[src/verilog/prmw_pkg.sv]
// Shared constants and carrier types for the read-multiple target path and master windows
package prmw_pkg;
   // ----------------------------------------------------------------
   // Bus commands
   // ----------------------------------------------------------------
   localparam logic [3:0] CMD_MEM_READ = 4'h6;
   localparam logic [3:0] CMD_MEM_WRITE = 4'h7;
   localparam logic [3:0] CMD_READ_MULTI = 4'hc;
   localparam logic [3:0] CMD_READ_LINE = 4'he;
   localparam logic [3:0] CMD_WRITE_INV = 4'hf;
   // ----------------------------------------------------------------
   // Register map (byte offsets)
   // ----------------------------------------------------------------
   localparam int REG_AW = 9;
   localparam logic [8:0] OFF_WIN_SUB = 9'h000;
   localparam logic [8:0] OFF_TGT_CTL = 9'h080;
   localparam logic [8:0] OFF_BAR = 9'h100;
   localparam logic [8:0] OFF_BAR_MSK = 9'h120;
   localparam logic [8:0] OFF_STATUS = 9'h140;
   localparam int CTL_FORCE_BIT = 0;
   localparam int CTL_BURST_BIT = 1;
   localparam int CTL_CLS_LSB = 8;
   localparam int CLS_W = 5;
   localparam int STS_DLY_BIT = 0;
   localparam int STS_ACT_BIT = 1;
   localparam int STS_CNT_LSB = 8;
   // ----------------------------------------------------------------
   // Windows and base registers
   // ----------------------------------------------------------------
   localparam int NUM_WIN = 32;
   localparam int WIN_IDX_LSB = 23;
   localparam int WIN_IDX_W = 5;
   localparam int SUB_W = 9;
   localparam logic [22:0] SUB_RSVD_ZERO = 23'h000000;
   localparam int NUM_BAR = 6;
   localparam int BAR_IO_BIT = 0;
   localparam logic [31:0] BAR_LOW_IGNORE = 32'h0000000f;
   // ----------------------------------------------------------------
   // Prefetch sizing
   // ----------------------------------------------------------------
   localparam int BUF_AW = 4;
   localparam logic [4:0] BUF_WORDS = 5'h10;
   localparam logic [4:0] FIRST_FETCH_WORDS = 5'h10;
   localparam logic [4:0] REFILL_WORDS = 5'h08;
   localparam logic [3:0] BE_ALL = 4'hf;
   localparam logic [3:0] WAIT_PCLKS_DEF = 4'hc;

   typedef enum logic [2:0] {T_IDLE, T_WAIT, T_RETRY, T_BURST, T_END} prmw_tstate_t;

   typedef struct packed {
      logic clk;
      logic frame_n;
      logic irdy_n;
      logic [3:0] cbe;
      logic [31:0] ad;
   } prmw_pci_in_t;

   typedef struct packed {
      logic devsel_n;
      logic trdy_n;
      logic stop_n;
      logic ctl_oe;
      logic [31:0] ad;
      logic ad_oe;
   } prmw_tgt_out_t;

   typedef struct packed {
      logic req;
      logic [31:0] addr;
      logic [4:0] len;
      logic [3:0] be;
   } prmw_dsp_rd_t;

   typedef struct packed {
      logic valid;
      logic write;
      logic proxy;
      logic [3:0] proxy_cmd;
      logic [31:0] addr;
      logic [4:0] len;
   } prmw_mst_req_t;

   typedef struct packed {
      logic valid;
      logic [3:0] cmd;
      logic [31:0] addr;
   } prmw_mst_out_t;
endpackage

[src/verilog/prmw_bridge.sv]
// Read-multiple target path, prefetch buffer and master window translation
`timescale 1ns/100ps
// What this block does
// - Only command code Ch in the address phase is a read multiple.
// - Claim only when some base register has bit 0 clear.
// - Compare address bits above the mask, never below bit 4.
// - Retry when another delayed read, data not ready, or write buffer busy.
// - Start the DSP burst read only after pending write bursts finish.
// - First DSP fetch of a burst asks for 16 words.
// - DSP read requests carry all byte enables.
// - Wait at most 12 bus clocks for data, then retry and mark delayed.
// - Force bit retries and marks delayed at once, no wait.
// - Delayed completion asserts target ready together with device select.
// - Keep target ready while buffer holds data until initiator ends.
// - Refill with 8-word fetches as buffer space frees.
// - Master for DSP memory requests and proxy I/O or config requests.
// - Setting picks basic commands only or length-based burst commands.
// - Read buffer of sixteen 32-bit words; write buffer state comes in on inputs.
// - 256MB DSP region split into 32 windows of 8MB.
// - Window n sits at the n-th consecutive 8MB of the region.
// - 32 DSP-writable substitution registers, one per window.
// - Substitution bits 31 to 23 give upper bus address bits.
// - Low 23 substitution bits read as zero.
// - Bus address is substitution field plus low 23 DSP bits.
module prmw_bridge #(
   parameter logic [3:0] WAIT_PCLKS = prmw_pkg::WAIT_PCLKS_DEF
) (
   input wire logic sys_clk_in,
   input wire logic rst_in,
   input wire logic [prmw_pkg::REG_AW-1:0] reg_addr_in,
   input wire logic [31:0] reg_wdata_in,
   input wire logic reg_wr_in,
   input wire logic reg_rd_in,
   output logic [31:0] reg_rdata_out,
   input wire logic pci_clk_in,
   input wire logic pci_frame_n_in,
   input wire logic pci_irdy_n_in,
   input wire logic [3:0] cmd_byte_enable_lines_in,
   input wire logic [31:0] pci_ad_in,
   output prmw_pkg::prmw_tgt_out_t pci_tgt_out,
   input wire logic wbuf_empty_in,
   input wire logic wr_busy_in,
   output prmw_pkg::prmw_dsp_rd_t dsp_rd_out,
   input wire logic dsp_rd_ack_in,
   input wire logic dsp_rd_valid_in,
   input wire logic [31:0] dsp_rd_data_in,
   input wire prmw_pkg::prmw_mst_req_t mst_req_in,
   output prmw_pkg::prmw_mst_out_t mst_out
);
   import prmw_pkg::*;

   typedef struct packed {
      logic [NUM_WIN-1:0][SUB_W-1:0] sub;
      logic [NUM_BAR-1:0][31:0] bar;
      logic [NUM_BAR-1:0][31:0] msk;
      logic force_dly;
      logic burst_en;
      logic [CLS_W-1:0] cls;
      logic [31:0] rdata;
      prmw_pci_in_t s1;
      prmw_pci_in_t s2;
      logic clk_d;
      prmw_tstate_t tst;
      prmw_tgt_out_t tgt;
      logic [3:0] wait_cnt;
      logic dly_pend;
      logic [31:0] dly_addr;
      logic rd_act;
      logic fetch_pend;
      logic fetch_first;
      logic [31:0] fetch_addr;
      logic [4:0] inflight;
      prmw_dsp_rd_t dsp;
      logic [(1<<BUF_AW)-1:0][31:0] buff;
      logic [BUF_AW-1:0] wptr;
      logic [BUF_AW-1:0] rptr;
      logic [4:0] cnt;
      prmw_mst_out_t mst;
   } prmw_state_t;

   prmw_state_t st;
   prmw_state_t n;
   prmw_pci_in_t pin_now;
   logic pci_rise;

   // ----------------------------------------------------------------
   // Decode helpers
   // ----------------------------------------------------------------
   function automatic logic in_block(input logic [REG_AW-1:0] a, input logic [REG_AW-1:0] base,
                                     input int cnt);
      in_block = (int'(a) >= int'(base)) && (int'(a) < int'(base) + 4 * cnt);
   endfunction

   // Bits below bit 4 never take part, whatever the mask says
   function automatic logic bar_hit(input logic [31:0] ad, input logic [31:0] bar,
                                    input logic [31:0] msk);
      bar_hit = !bar[BAR_IO_BIT] && (((ad ^ bar) & msk & ~BAR_LOW_IGNORE) == 32'h00000000);
   endfunction

   function automatic logic [3:0] pick_cmd(input logic burst_en, input logic wr,
                                           input logic [4:0] len, input logic [CLS_W-1:0] cls);
      if (!burst_en || len <= 5'h01) begin
         pick_cmd = wr ? CMD_MEM_WRITE : CMD_MEM_READ;
      end else if (wr) begin
         pick_cmd = (len >= cls) ? CMD_WRITE_INV : CMD_MEM_WRITE;
      end else begin
         pick_cmd = (len >= cls) ? CMD_READ_MULTI : CMD_READ_LINE;
      end
   endfunction

   assign pin_now.clk = pci_clk_in;
   assign pin_now.frame_n = pci_frame_n_in;
   assign pin_now.irdy_n = pci_irdy_n_in;
   assign pin_now.cbe = cmd_byte_enable_lines_in;
   assign pin_now.ad = pci_ad_in;
   assign pci_rise = st.s2.clk && !st.clk_d;

   // ----------------------------------------------------------------
   // Next-state logic
   // ----------------------------------------------------------------
   always_comb begin
      logic hit_any;
      logic push;
      logic pop;
      logic retry;
      logic flush;
      logic [4:0] left;
      hit_any = 1'b0;
      push = 1'b0;
      pop = 1'b0;
      retry = 1'b0;
      flush = 1'b0;
      left = 5'h00;
      n = st;
      // Only the second stage is read by logic
      n.s1 = pin_now;
      n.s2 = st.s1;
      n.clk_d = st.s2.clk;
      for (int i = 0; i < NUM_BAR; i++) begin
         if (bar_hit(st.s2.ad, st.bar[i], st.msk[i])) begin
            hit_any = 1'b1;
         end
      end

      // Register bus
      n.rdata = 32'h00000000;
      if (reg_rd_in) begin
         if (in_block(reg_addr_in, OFF_WIN_SUB, NUM_WIN)) begin
            n.rdata = {st.sub[reg_addr_in[6:2]], SUB_RSVD_ZERO};
         end else if (reg_addr_in == OFF_TGT_CTL) begin
            n.rdata[CTL_FORCE_BIT] = st.force_dly;
            n.rdata[CTL_BURST_BIT] = st.burst_en;
            n.rdata[CTL_CLS_LSB +: CLS_W] = st.cls;
         end else if (in_block(reg_addr_in, OFF_BAR, NUM_BAR)) begin
            n.rdata = st.bar[reg_addr_in[4:2]];
         end else if (in_block(reg_addr_in, OFF_BAR_MSK, NUM_BAR)) begin
            n.rdata = st.msk[reg_addr_in[4:2]];
         end else if (reg_addr_in == OFF_STATUS) begin
            n.rdata[STS_DLY_BIT] = st.dly_pend;
            n.rdata[STS_ACT_BIT] = st.rd_act;
            n.rdata[STS_CNT_LSB +: 5] = st.cnt;
         end
      end
      if (reg_wr_in) begin
         if (in_block(reg_addr_in, OFF_WIN_SUB, NUM_WIN)) begin
            n.sub[reg_addr_in[6:2]] = reg_wdata_in[31:WIN_IDX_LSB];
         end else if (reg_addr_in == OFF_TGT_CTL) begin
            n.force_dly = reg_wdata_in[CTL_FORCE_BIT];
            n.burst_en = reg_wdata_in[CTL_BURST_BIT];
            n.cls = reg_wdata_in[CTL_CLS_LSB +: CLS_W];
         end else if (in_block(reg_addr_in, OFF_BAR, NUM_BAR)) begin
            n.bar[reg_addr_in[4:2]] = reg_wdata_in;
         end else if (in_block(reg_addr_in, OFF_BAR_MSK, NUM_BAR)) begin
            n.msk[reg_addr_in[4:2]] = reg_wdata_in;
         end
      end

      // Target state machine, stepped on each sampled bus clock rise
      if (pci_rise) begin
         case (st.tst)
            T_IDLE: begin
               if (!st.s2.frame_n && st.s2.cbe == CMD_READ_MULTI && hit_any) begin
                  n.tgt.ctl_oe = 1'b1;
                  n.tgt.devsel_n = 1'b0;
                  if (st.dly_pend) begin
                     if (st.s2.ad == st.dly_addr && st.cnt != 5'h00) begin
                        n.tgt.trdy_n = 1'b0;
                        n.tgt.ad = st.buff[st.rptr];
                        n.tgt.ad_oe = 1'b1;
                        n.tst = T_BURST;
                     end else begin
                        retry = 1'b1;
                     end
                  end else if (!wbuf_empty_in || st.inflight != 5'h00 || st.dsp.req) begin
                     // Stale words of an aborted fetch must drain first
                     retry = 1'b1;
                  end else begin
                     n.dly_addr = st.s2.ad;
                     n.fetch_addr = st.s2.ad;
                     n.fetch_pend = 1'b1;
                     n.fetch_first = 1'b1;
                     n.rd_act = 1'b1;
                     n.wait_cnt = 4'h0;
                     if (st.force_dly) begin
                        retry = 1'b1;
                        n.dly_pend = 1'b1;
                     end else begin
                        n.tst = T_WAIT;
                     end
                  end
               end
            end
            T_WAIT: begin
               if (st.cnt != 5'h00) begin
                  n.tgt.trdy_n = 1'b0;
                  n.tgt.ad = st.buff[st.rptr];
                  n.tgt.ad_oe = 1'b1;
                  n.tst = T_BURST;
               end else if (st.wait_cnt == WAIT_PCLKS - 4'h1) begin
                  retry = 1'b1;
                  n.dly_pend = 1'b1;
               end else begin
                  n.wait_cnt = st.wait_cnt + 4'h1;
               end
            end
            T_RETRY: begin
               if (st.s2.frame_n) begin
                  n.tgt.devsel_n = 1'b1;
                  n.tgt.stop_n = 1'b1;
                  n.tst = T_END;
               end
            end
            T_BURST: begin
               pop = !st.s2.irdy_n && !st.tgt.trdy_n;
               left = st.cnt - {4'h0, pop};
               if (st.s2.frame_n && pop) begin
                  n.tgt.devsel_n = 1'b1;
                  n.tgt.trdy_n = 1'b1;
                  n.tgt.ad_oe = 1'b0;
                  n.dly_pend = 1'b0;
                  flush = 1'b1;
                  n.tst = T_END;
               end else if (left != 5'h00) begin
                  n.tgt.trdy_n = 1'b0;
                  n.tgt.ad = st.buff[st.rptr + {3'h0, pop}];
               end else begin
                  n.tgt.trdy_n = 1'b1;
               end
            end
            T_END: begin
               n.tgt.ctl_oe = 1'b0;
               n.tgt.ad_oe = 1'b0;
               n.tst = T_IDLE;
            end
            default: begin
               n.tst = T_IDLE;
            end
         endcase
      end
      if (retry) begin
         n.tgt.devsel_n = 1'b0;
         n.tgt.stop_n = 1'b0;
         n.tgt.trdy_n = 1'b1;
         n.tgt.ctl_oe = 1'b1;
         n.tst = T_RETRY;
      end

      // DSP slave-side fetch engine
      if (st.dsp.req) begin
         if (dsp_rd_ack_in) begin
            n.dsp.req = 1'b0;
            n.inflight = st.inflight + st.dsp.len;
            n.fetch_addr = st.fetch_addr + {25'h0000000, st.dsp.len, 2'b00};
         end
      end else if (st.fetch_pend && !wr_busy_in) begin
         n.dsp.req = 1'b1;
         n.dsp.addr = st.fetch_addr;
         n.dsp.len = st.fetch_first ? FIRST_FETCH_WORDS : REFILL_WORDS;
         n.dsp.be = BE_ALL;
         n.fetch_pend = 1'b0;
         n.fetch_first = 1'b0;
      end else if (st.tst == T_BURST && !st.fetch_pend &&
                   BUF_WORDS - st.cnt - st.inflight >= REFILL_WORDS) begin
         n.fetch_pend = 1'b1;
      end
      // Words that arrive after the burst ended are dropped
      if (dsp_rd_valid_in && st.inflight != 5'h00) begin
         n.inflight = n.inflight - 5'h01;
         push = st.rd_act;
      end
      if (push) begin
         n.buff[st.wptr] = dsp_rd_data_in;
         n.wptr = st.wptr + 4'h1;
      end
      if (pop) begin
         n.rptr = st.rptr + 4'h1;
      end
      n.cnt = st.cnt + {4'h0, push} - {4'h0, pop};
      if (flush) begin
         n.rd_act = 1'b0;
         n.fetch_pend = 1'b0;
         n.wptr = '0;
         n.rptr = '0;
         n.cnt = 5'h00;
      end

      // Master window translation
      n.mst.valid = mst_req_in.valid;
      if (mst_req_in.valid) begin
         if (mst_req_in.proxy) begin
            n.mst.addr = mst_req_in.addr;
            n.mst.cmd = mst_req_in.proxy_cmd;
         end else begin
            // Bits 31..28 were spent reaching the region and play no part here
            n.mst.addr = {st.sub[mst_req_in.addr[WIN_IDX_LSB +: WIN_IDX_W]],
                          mst_req_in.addr[WIN_IDX_LSB-1:0]};
            n.mst.cmd = pick_cmd(st.burst_en, mst_req_in.write, mst_req_in.len, st.cls);
         end
      end
   end

   always_ff @(posedge sys_clk_in) begin
      if (rst_in) begin
         st <= '0;
         st.tgt.devsel_n <= 1'b1;
         st.tgt.trdy_n <= 1'b1;
         st.tgt.stop_n <= 1'b1;
         st.s1.frame_n <= 1'b1;
         st.s1.irdy_n <= 1'b1;
         st.s2.frame_n <= 1'b1;
         st.s2.irdy_n <= 1'b1;
         st.tst <= T_IDLE;
      end else begin
         st <= n;
      end
   end

   assign reg_rdata_out = st.rdata;
   assign pci_tgt_out = st.tgt;
   assign dsp_rd_out = st.dsp;
   assign mst_out = st.mst;
endmodule

[config.mk]
export PLATFORM = sky130hd
export DESIGN_NAME = prmw_bridge
export DESIGN_NICKNAME = d
export VERILOG_FILES = /design/src/verilog/prmw_pkg.sv /design/src/verilog/prmw_bridge.sv
export SDC_FILE = /design/constraint.sdc
export NUM_CORES = 2
export LEC_CHECK = 0
export ABC_AREA = 0
export BUFFER_PORTS_ARGS = -buffer_cell sky130_fd_sc_hd__buf_2
export CAP_MARGIN = 15
export CORE_MARGIN = 2
export CORE_UTILIZATION = 25
export DETAILED_ROUTE_END_ITERATION = 8
export GPL_TIMING_DRIVEN = 1
export PLACE_DENSITY_LB_ADDON = 0.05
export SLEW_MARGIN = 0
export SYNTH_ARGS = -nofsm -noshare
export SYNTH_HDL_FRONTEND = slang
export SYNTH_SLANG_ARGS = --single-unit
[constraint.sdc]
create_clock -name sys_clk_in -period 4.1 [get_ports sys_clk_in]
set_input_delay 0.615 -clock sys_clk_in [delete_from_list [all_inputs] [get_ports sys_clk_in]]
set_output_delay 0.615 -clock sys_clk_in [all_outputs]
set_load 0.1 [all_outputs]
==> flow_metrics.py <==
metrics = {
    "status": {
        "outcome": "complete, no violations",
    },
    "power": {
        "power_frac_seq_pct": 42.6,
        "power.leakage_nw": 29.0,
        "clockPowerShare_pct": 52.0,
        "comb_power_share_pct": 5.5,
        "power_mw": 34.7,
        "p_int_mw": 25.9,
        "ir_drop_mv": 0.319,
        "power_switching_mw": 8.84,
        "sw_frac_of_total_pct": 25.5,
        "p_per_area_nw_per_um2": 401,
    },
    "sta": {
        "rsz0062_at_grt": "false",
        "hold_viol_final": 0,
        "finalCritPeriodShare_pct": 95.2,
        "finalMaxSlewViolations": 0,
        "timing.final.crit_period_ns": 3.91,
        "slew_headroom_pct": 25.3,
        "tns_ns": 0,
        "skew_ns": 0.0729,
        "max_freq_ghz": 0.256,
        "final-setup-viol-count": 0,
        "worst_pin_slew_ns": 1.12,
    },
    "critical_path": {
        "r2r-start": "st[728]",
        "worstPathMaxFanout": 33,
        "cp-end-kind": "register",
        "slowest_delay_ns": 0.53,
        "worstSetupStartpointType": "register",
        "cp_cell_sequence": "xor2_1, a22oi_1, nand4_1, a2111o_1, o41ai_4, o31ai_2, a2111oi_4, buf_12, mux2i_1",
        "arrival_ns": 4.67,
        "cpMaxStageDelayCell": "dfxtp_1",
        "critPathKind": "register to register",
        "required_ns": 4.87,
        "worstSetupStartpoint": "st[728]",
    },
    "route": {
        "routed_wl_um": 358000,
        "viasPerCell": 5.11,
        "drt_iter0_markers": 5409,
        "vias": 64500,
        "wl_per_cell_um": 28.4,
        "postRouteAntennaNets": 0,
        "drc": 0,
        "drt-pass1-iter-count": 6,
    },
    "global_routing": {
        "grt_pass1_vias": 62100,
        "grt_usage_pct": 23.2,
        "antenna_found_initial": 27,
        "grt_max_degree": 160,
        "grt_pass1_wl_um": 502000,
        "grt-ovfl-total": 0,
    },
    "final_layout": {
        "nFillCells": 30900,
        "layout.nets": 8742,
        "drive_above_1_share_pct": 17.1,
        "syn_to_final_growth_pct": 18.1,
    },
    "flow_run": {
        "cap_violations": 0,
    },
    "placed_design": {
        "portBuffers": 308,
        "gp_congestion": 0.847,
        "place_hpwl_um": 226000,
    },
    "clock_tree": {
        "numClockSinks": 1505,
        "clkSlewWorstSetupHoldPaths_ns": 0.06,
        "root_buffer": "clkbuf_16",
        "cts_buffers": 197,
        "clock_latency_ns": 0.91,
        "h-tree-depth": 4,
        "cts_tree": "built",
        "cts_buffer_depth": 4,
        "cts_setup_buffers": 0,
    },
    "synth": {
        "avgSynthCellArea_um2": 8.54,
        "async_flop_share_pct": 0,
        "synthCells": 8580,
        "synth.cell_area_um2": 73300,
        "synth_edf_count": 0,
        "synth_seq_area_share_pct": 41.1,
        "ys_types": 66,
        "synth-main-ff-cell": "dfxtp_1",
        "synth-seq-cells": 1505,
        "synth_warnings": 0,
    },
    "floorplan": {
        "fp.dieW_um": 546,
        "pin_count": 312,
        "die-area_um2": 298000,
        "initial_core_util_pct": 25.2,
        "dieHeight_um": 546,
        "rows": 198,
        "core_area_um2": 291000,
    },
    "hold_path": {
        "hp-start": "dsp_rd_ack_in",
        "hold_path_class": "primary input to register",
    },
}
-- synth_stat cells, types with 92 or more instances --
cell / number / area (µm²)
mux4_2: 436 / 9820
clkbuf_1: 599 / 2250
dfxtp_1: 1505 / 30100
a22oi_1: 124 / 931
buf_1: 148 / 556
xor2_1: 207 / 1810
inv_1: 104 / 390
nor2b_1: 115 / 719
buf_4: 153 / 1150
nor2_1: 190 / 713
nand2_1: 2629 / 9870
o22ai_1: 92 / 576
a21oi_1: 1308 / 6550
mux2i_1: 273 / 2730
-- power groups by stage --
stage               Sequential (mW)  Clock [mW]  Combinational, mW
global placement               15.1           0               1.87
global route                   14.8        19.1               2.02
detailed placement             15.1           0               1.87
CTS                            14.8        18.6               1.92
finish                         14.8        18.1               1.90
floorplan                      15.1           0               1.18
-- sequential cells by signal (all words and copies together), names as in the netlist --
name and cells:
st 1323, reg_rdata_out 32, mst_out 37, dsp_rd_out 36, pci_tgt_out 37, n 40
-- cells in the final DEF, fill, tap and decap left out, types with 13 or more instances in the layout --
| master | n |
|---|---|
| nand4_1 | 45 |
| buf_4 | 242 |
| xor2_1 | 206 |
| clkbuf_16 | 200 |
| o221ai_1 | 56 |
| or2_2 | 18 |
| a22oi_1 | 124 |
| o22ai_1 | 92 |
| clkbuf_8 | 51 |
| nor2_1 | 174 |
| dlygate4sd3_1 | 63 |
| a211oi_1 | 90 |
| a21oi_1 | 1308 |
| buf_12 | 74 |
| dfxtp_1 | 1500 |
| a222oi_1 | 13 |
| nand3_1 | 51 |
| clkinv_2 | 32 |
| nand2_1 | 2622 |
| nor2b_1 | 115 |
| mux2i_1 | 273 |
| o21ai_0 | 84 |
| nor3_1 | 36 |
| and3_1 | 16 |
| inv_1 | 103 |
| nor2_4 | 16 |
| mux4_2 | 436 |
| xnor2_1 | 15 |
| ha_1 | 31 |
| nand2b_1 | 16 |
| buf_2 | 302 |
| a31oi_1 | 20 |
| clkbuf_1 | 57 |
| mux2_2 | 29 |
-- cell type report --
class	count	area, µm²	area share [%]
antenna	4	10.0	0.0116
multi-input combinational	6050	39100	45.1
clock buffer	308	5920	6.84
inverter	104	393	0.454
sequential	1505	30100	34.8
timing repair buffer	684	5480	6.33
tap	3900	4880	5.63
clock inverter	55	689	0.796
-- layer usage --
metal / vias to the layer above / global-route usage, % / wire length, µm
li1: 29400 / - / -
met1: 32700 / 32.2 / 164000
met2: 1886 / 38.2 / 168000
met3: 418 / 2.73 / 16900
met4: 6 / 5.76 / 9250
met5: - / 0 / 41
-- critical path: cells and delay by family, from the launching register on --
family	cells	cell delay (ns)
AO/OA/AOI/OAI	5	2.12
flip-flops	1	0.53
buffers and inverters	1	0.36
AND/OR/NAND/NOR	1	0.32
multiplexers	1	0.26
XOR/XNOR	1	0.11
-- timing repair --
action	in CTS	in global routing
cloned	0	0
endpoints found under the setup margin	17	30
resized for setup	1	1
hold buffers	63	0
pin swaps	1	1
endpoints found under the hold margin	63	0
-- worst paths after layout --
check / slack (ns) / end / cells past startpoint
worst min register to register: 0.41 / st[758] / 1
worst min-delay path: 0.08 / dsp_rd_out[41] / 3
worst max register to register: 0.19 / pci_tgt_out[5] / 9
worst max-delay path: 0.19 / pci_tgt_out[5] / 9
-- metrics by stage --
| stage | area, µm² | setup WS (ns) | hold WS [ns] | utilization (%) | instances |
|---|---|---|---|---|---|
| 2_1_floorplan | 73300 | 0.779 | 0.389 | - | 8582 |
| 4_1_cts | 86600 | 0.108 | 0.00370 | 29.7 | 12600 |
| 3_5_place_dp | 79400 | 0.0748 | 0.405 | 27.2 | 12200 |
| 5_1_grt | 86600 | 0.0317 | 0.0436 | 29.7 | 12600 |
| 6_report | 86600 | 0.195 | 0.0826 | 29.7 | 12600 |
| 3_3_place_gp | 79400 | 0.0578 | 0.405 | 27.2 | 12200 |
-- cells by family (layout without fill, tap and decap cells) --
| logic type | count (synthesis) | in the layout | share of synthesized area, % |
|---|---|---|---|
| simple gates | 3191 | 3191 | 17.5 |
| compound gates | 1859 | 1859 | 14.4 |
| flops | 1505 | 1505 | 41.1 |
| buf+inv | 1027 | 1151 | 6.12 |
| mux | 738 | 738 | 17.6 |
| xor+xnor | 223 | 223 | 2.66 |
| fa+ha+maj | 36 | 36 | 0.645 |
| other cells | 1 | 7 | 0.00512 |
Power figures use the tool's default switching activity.
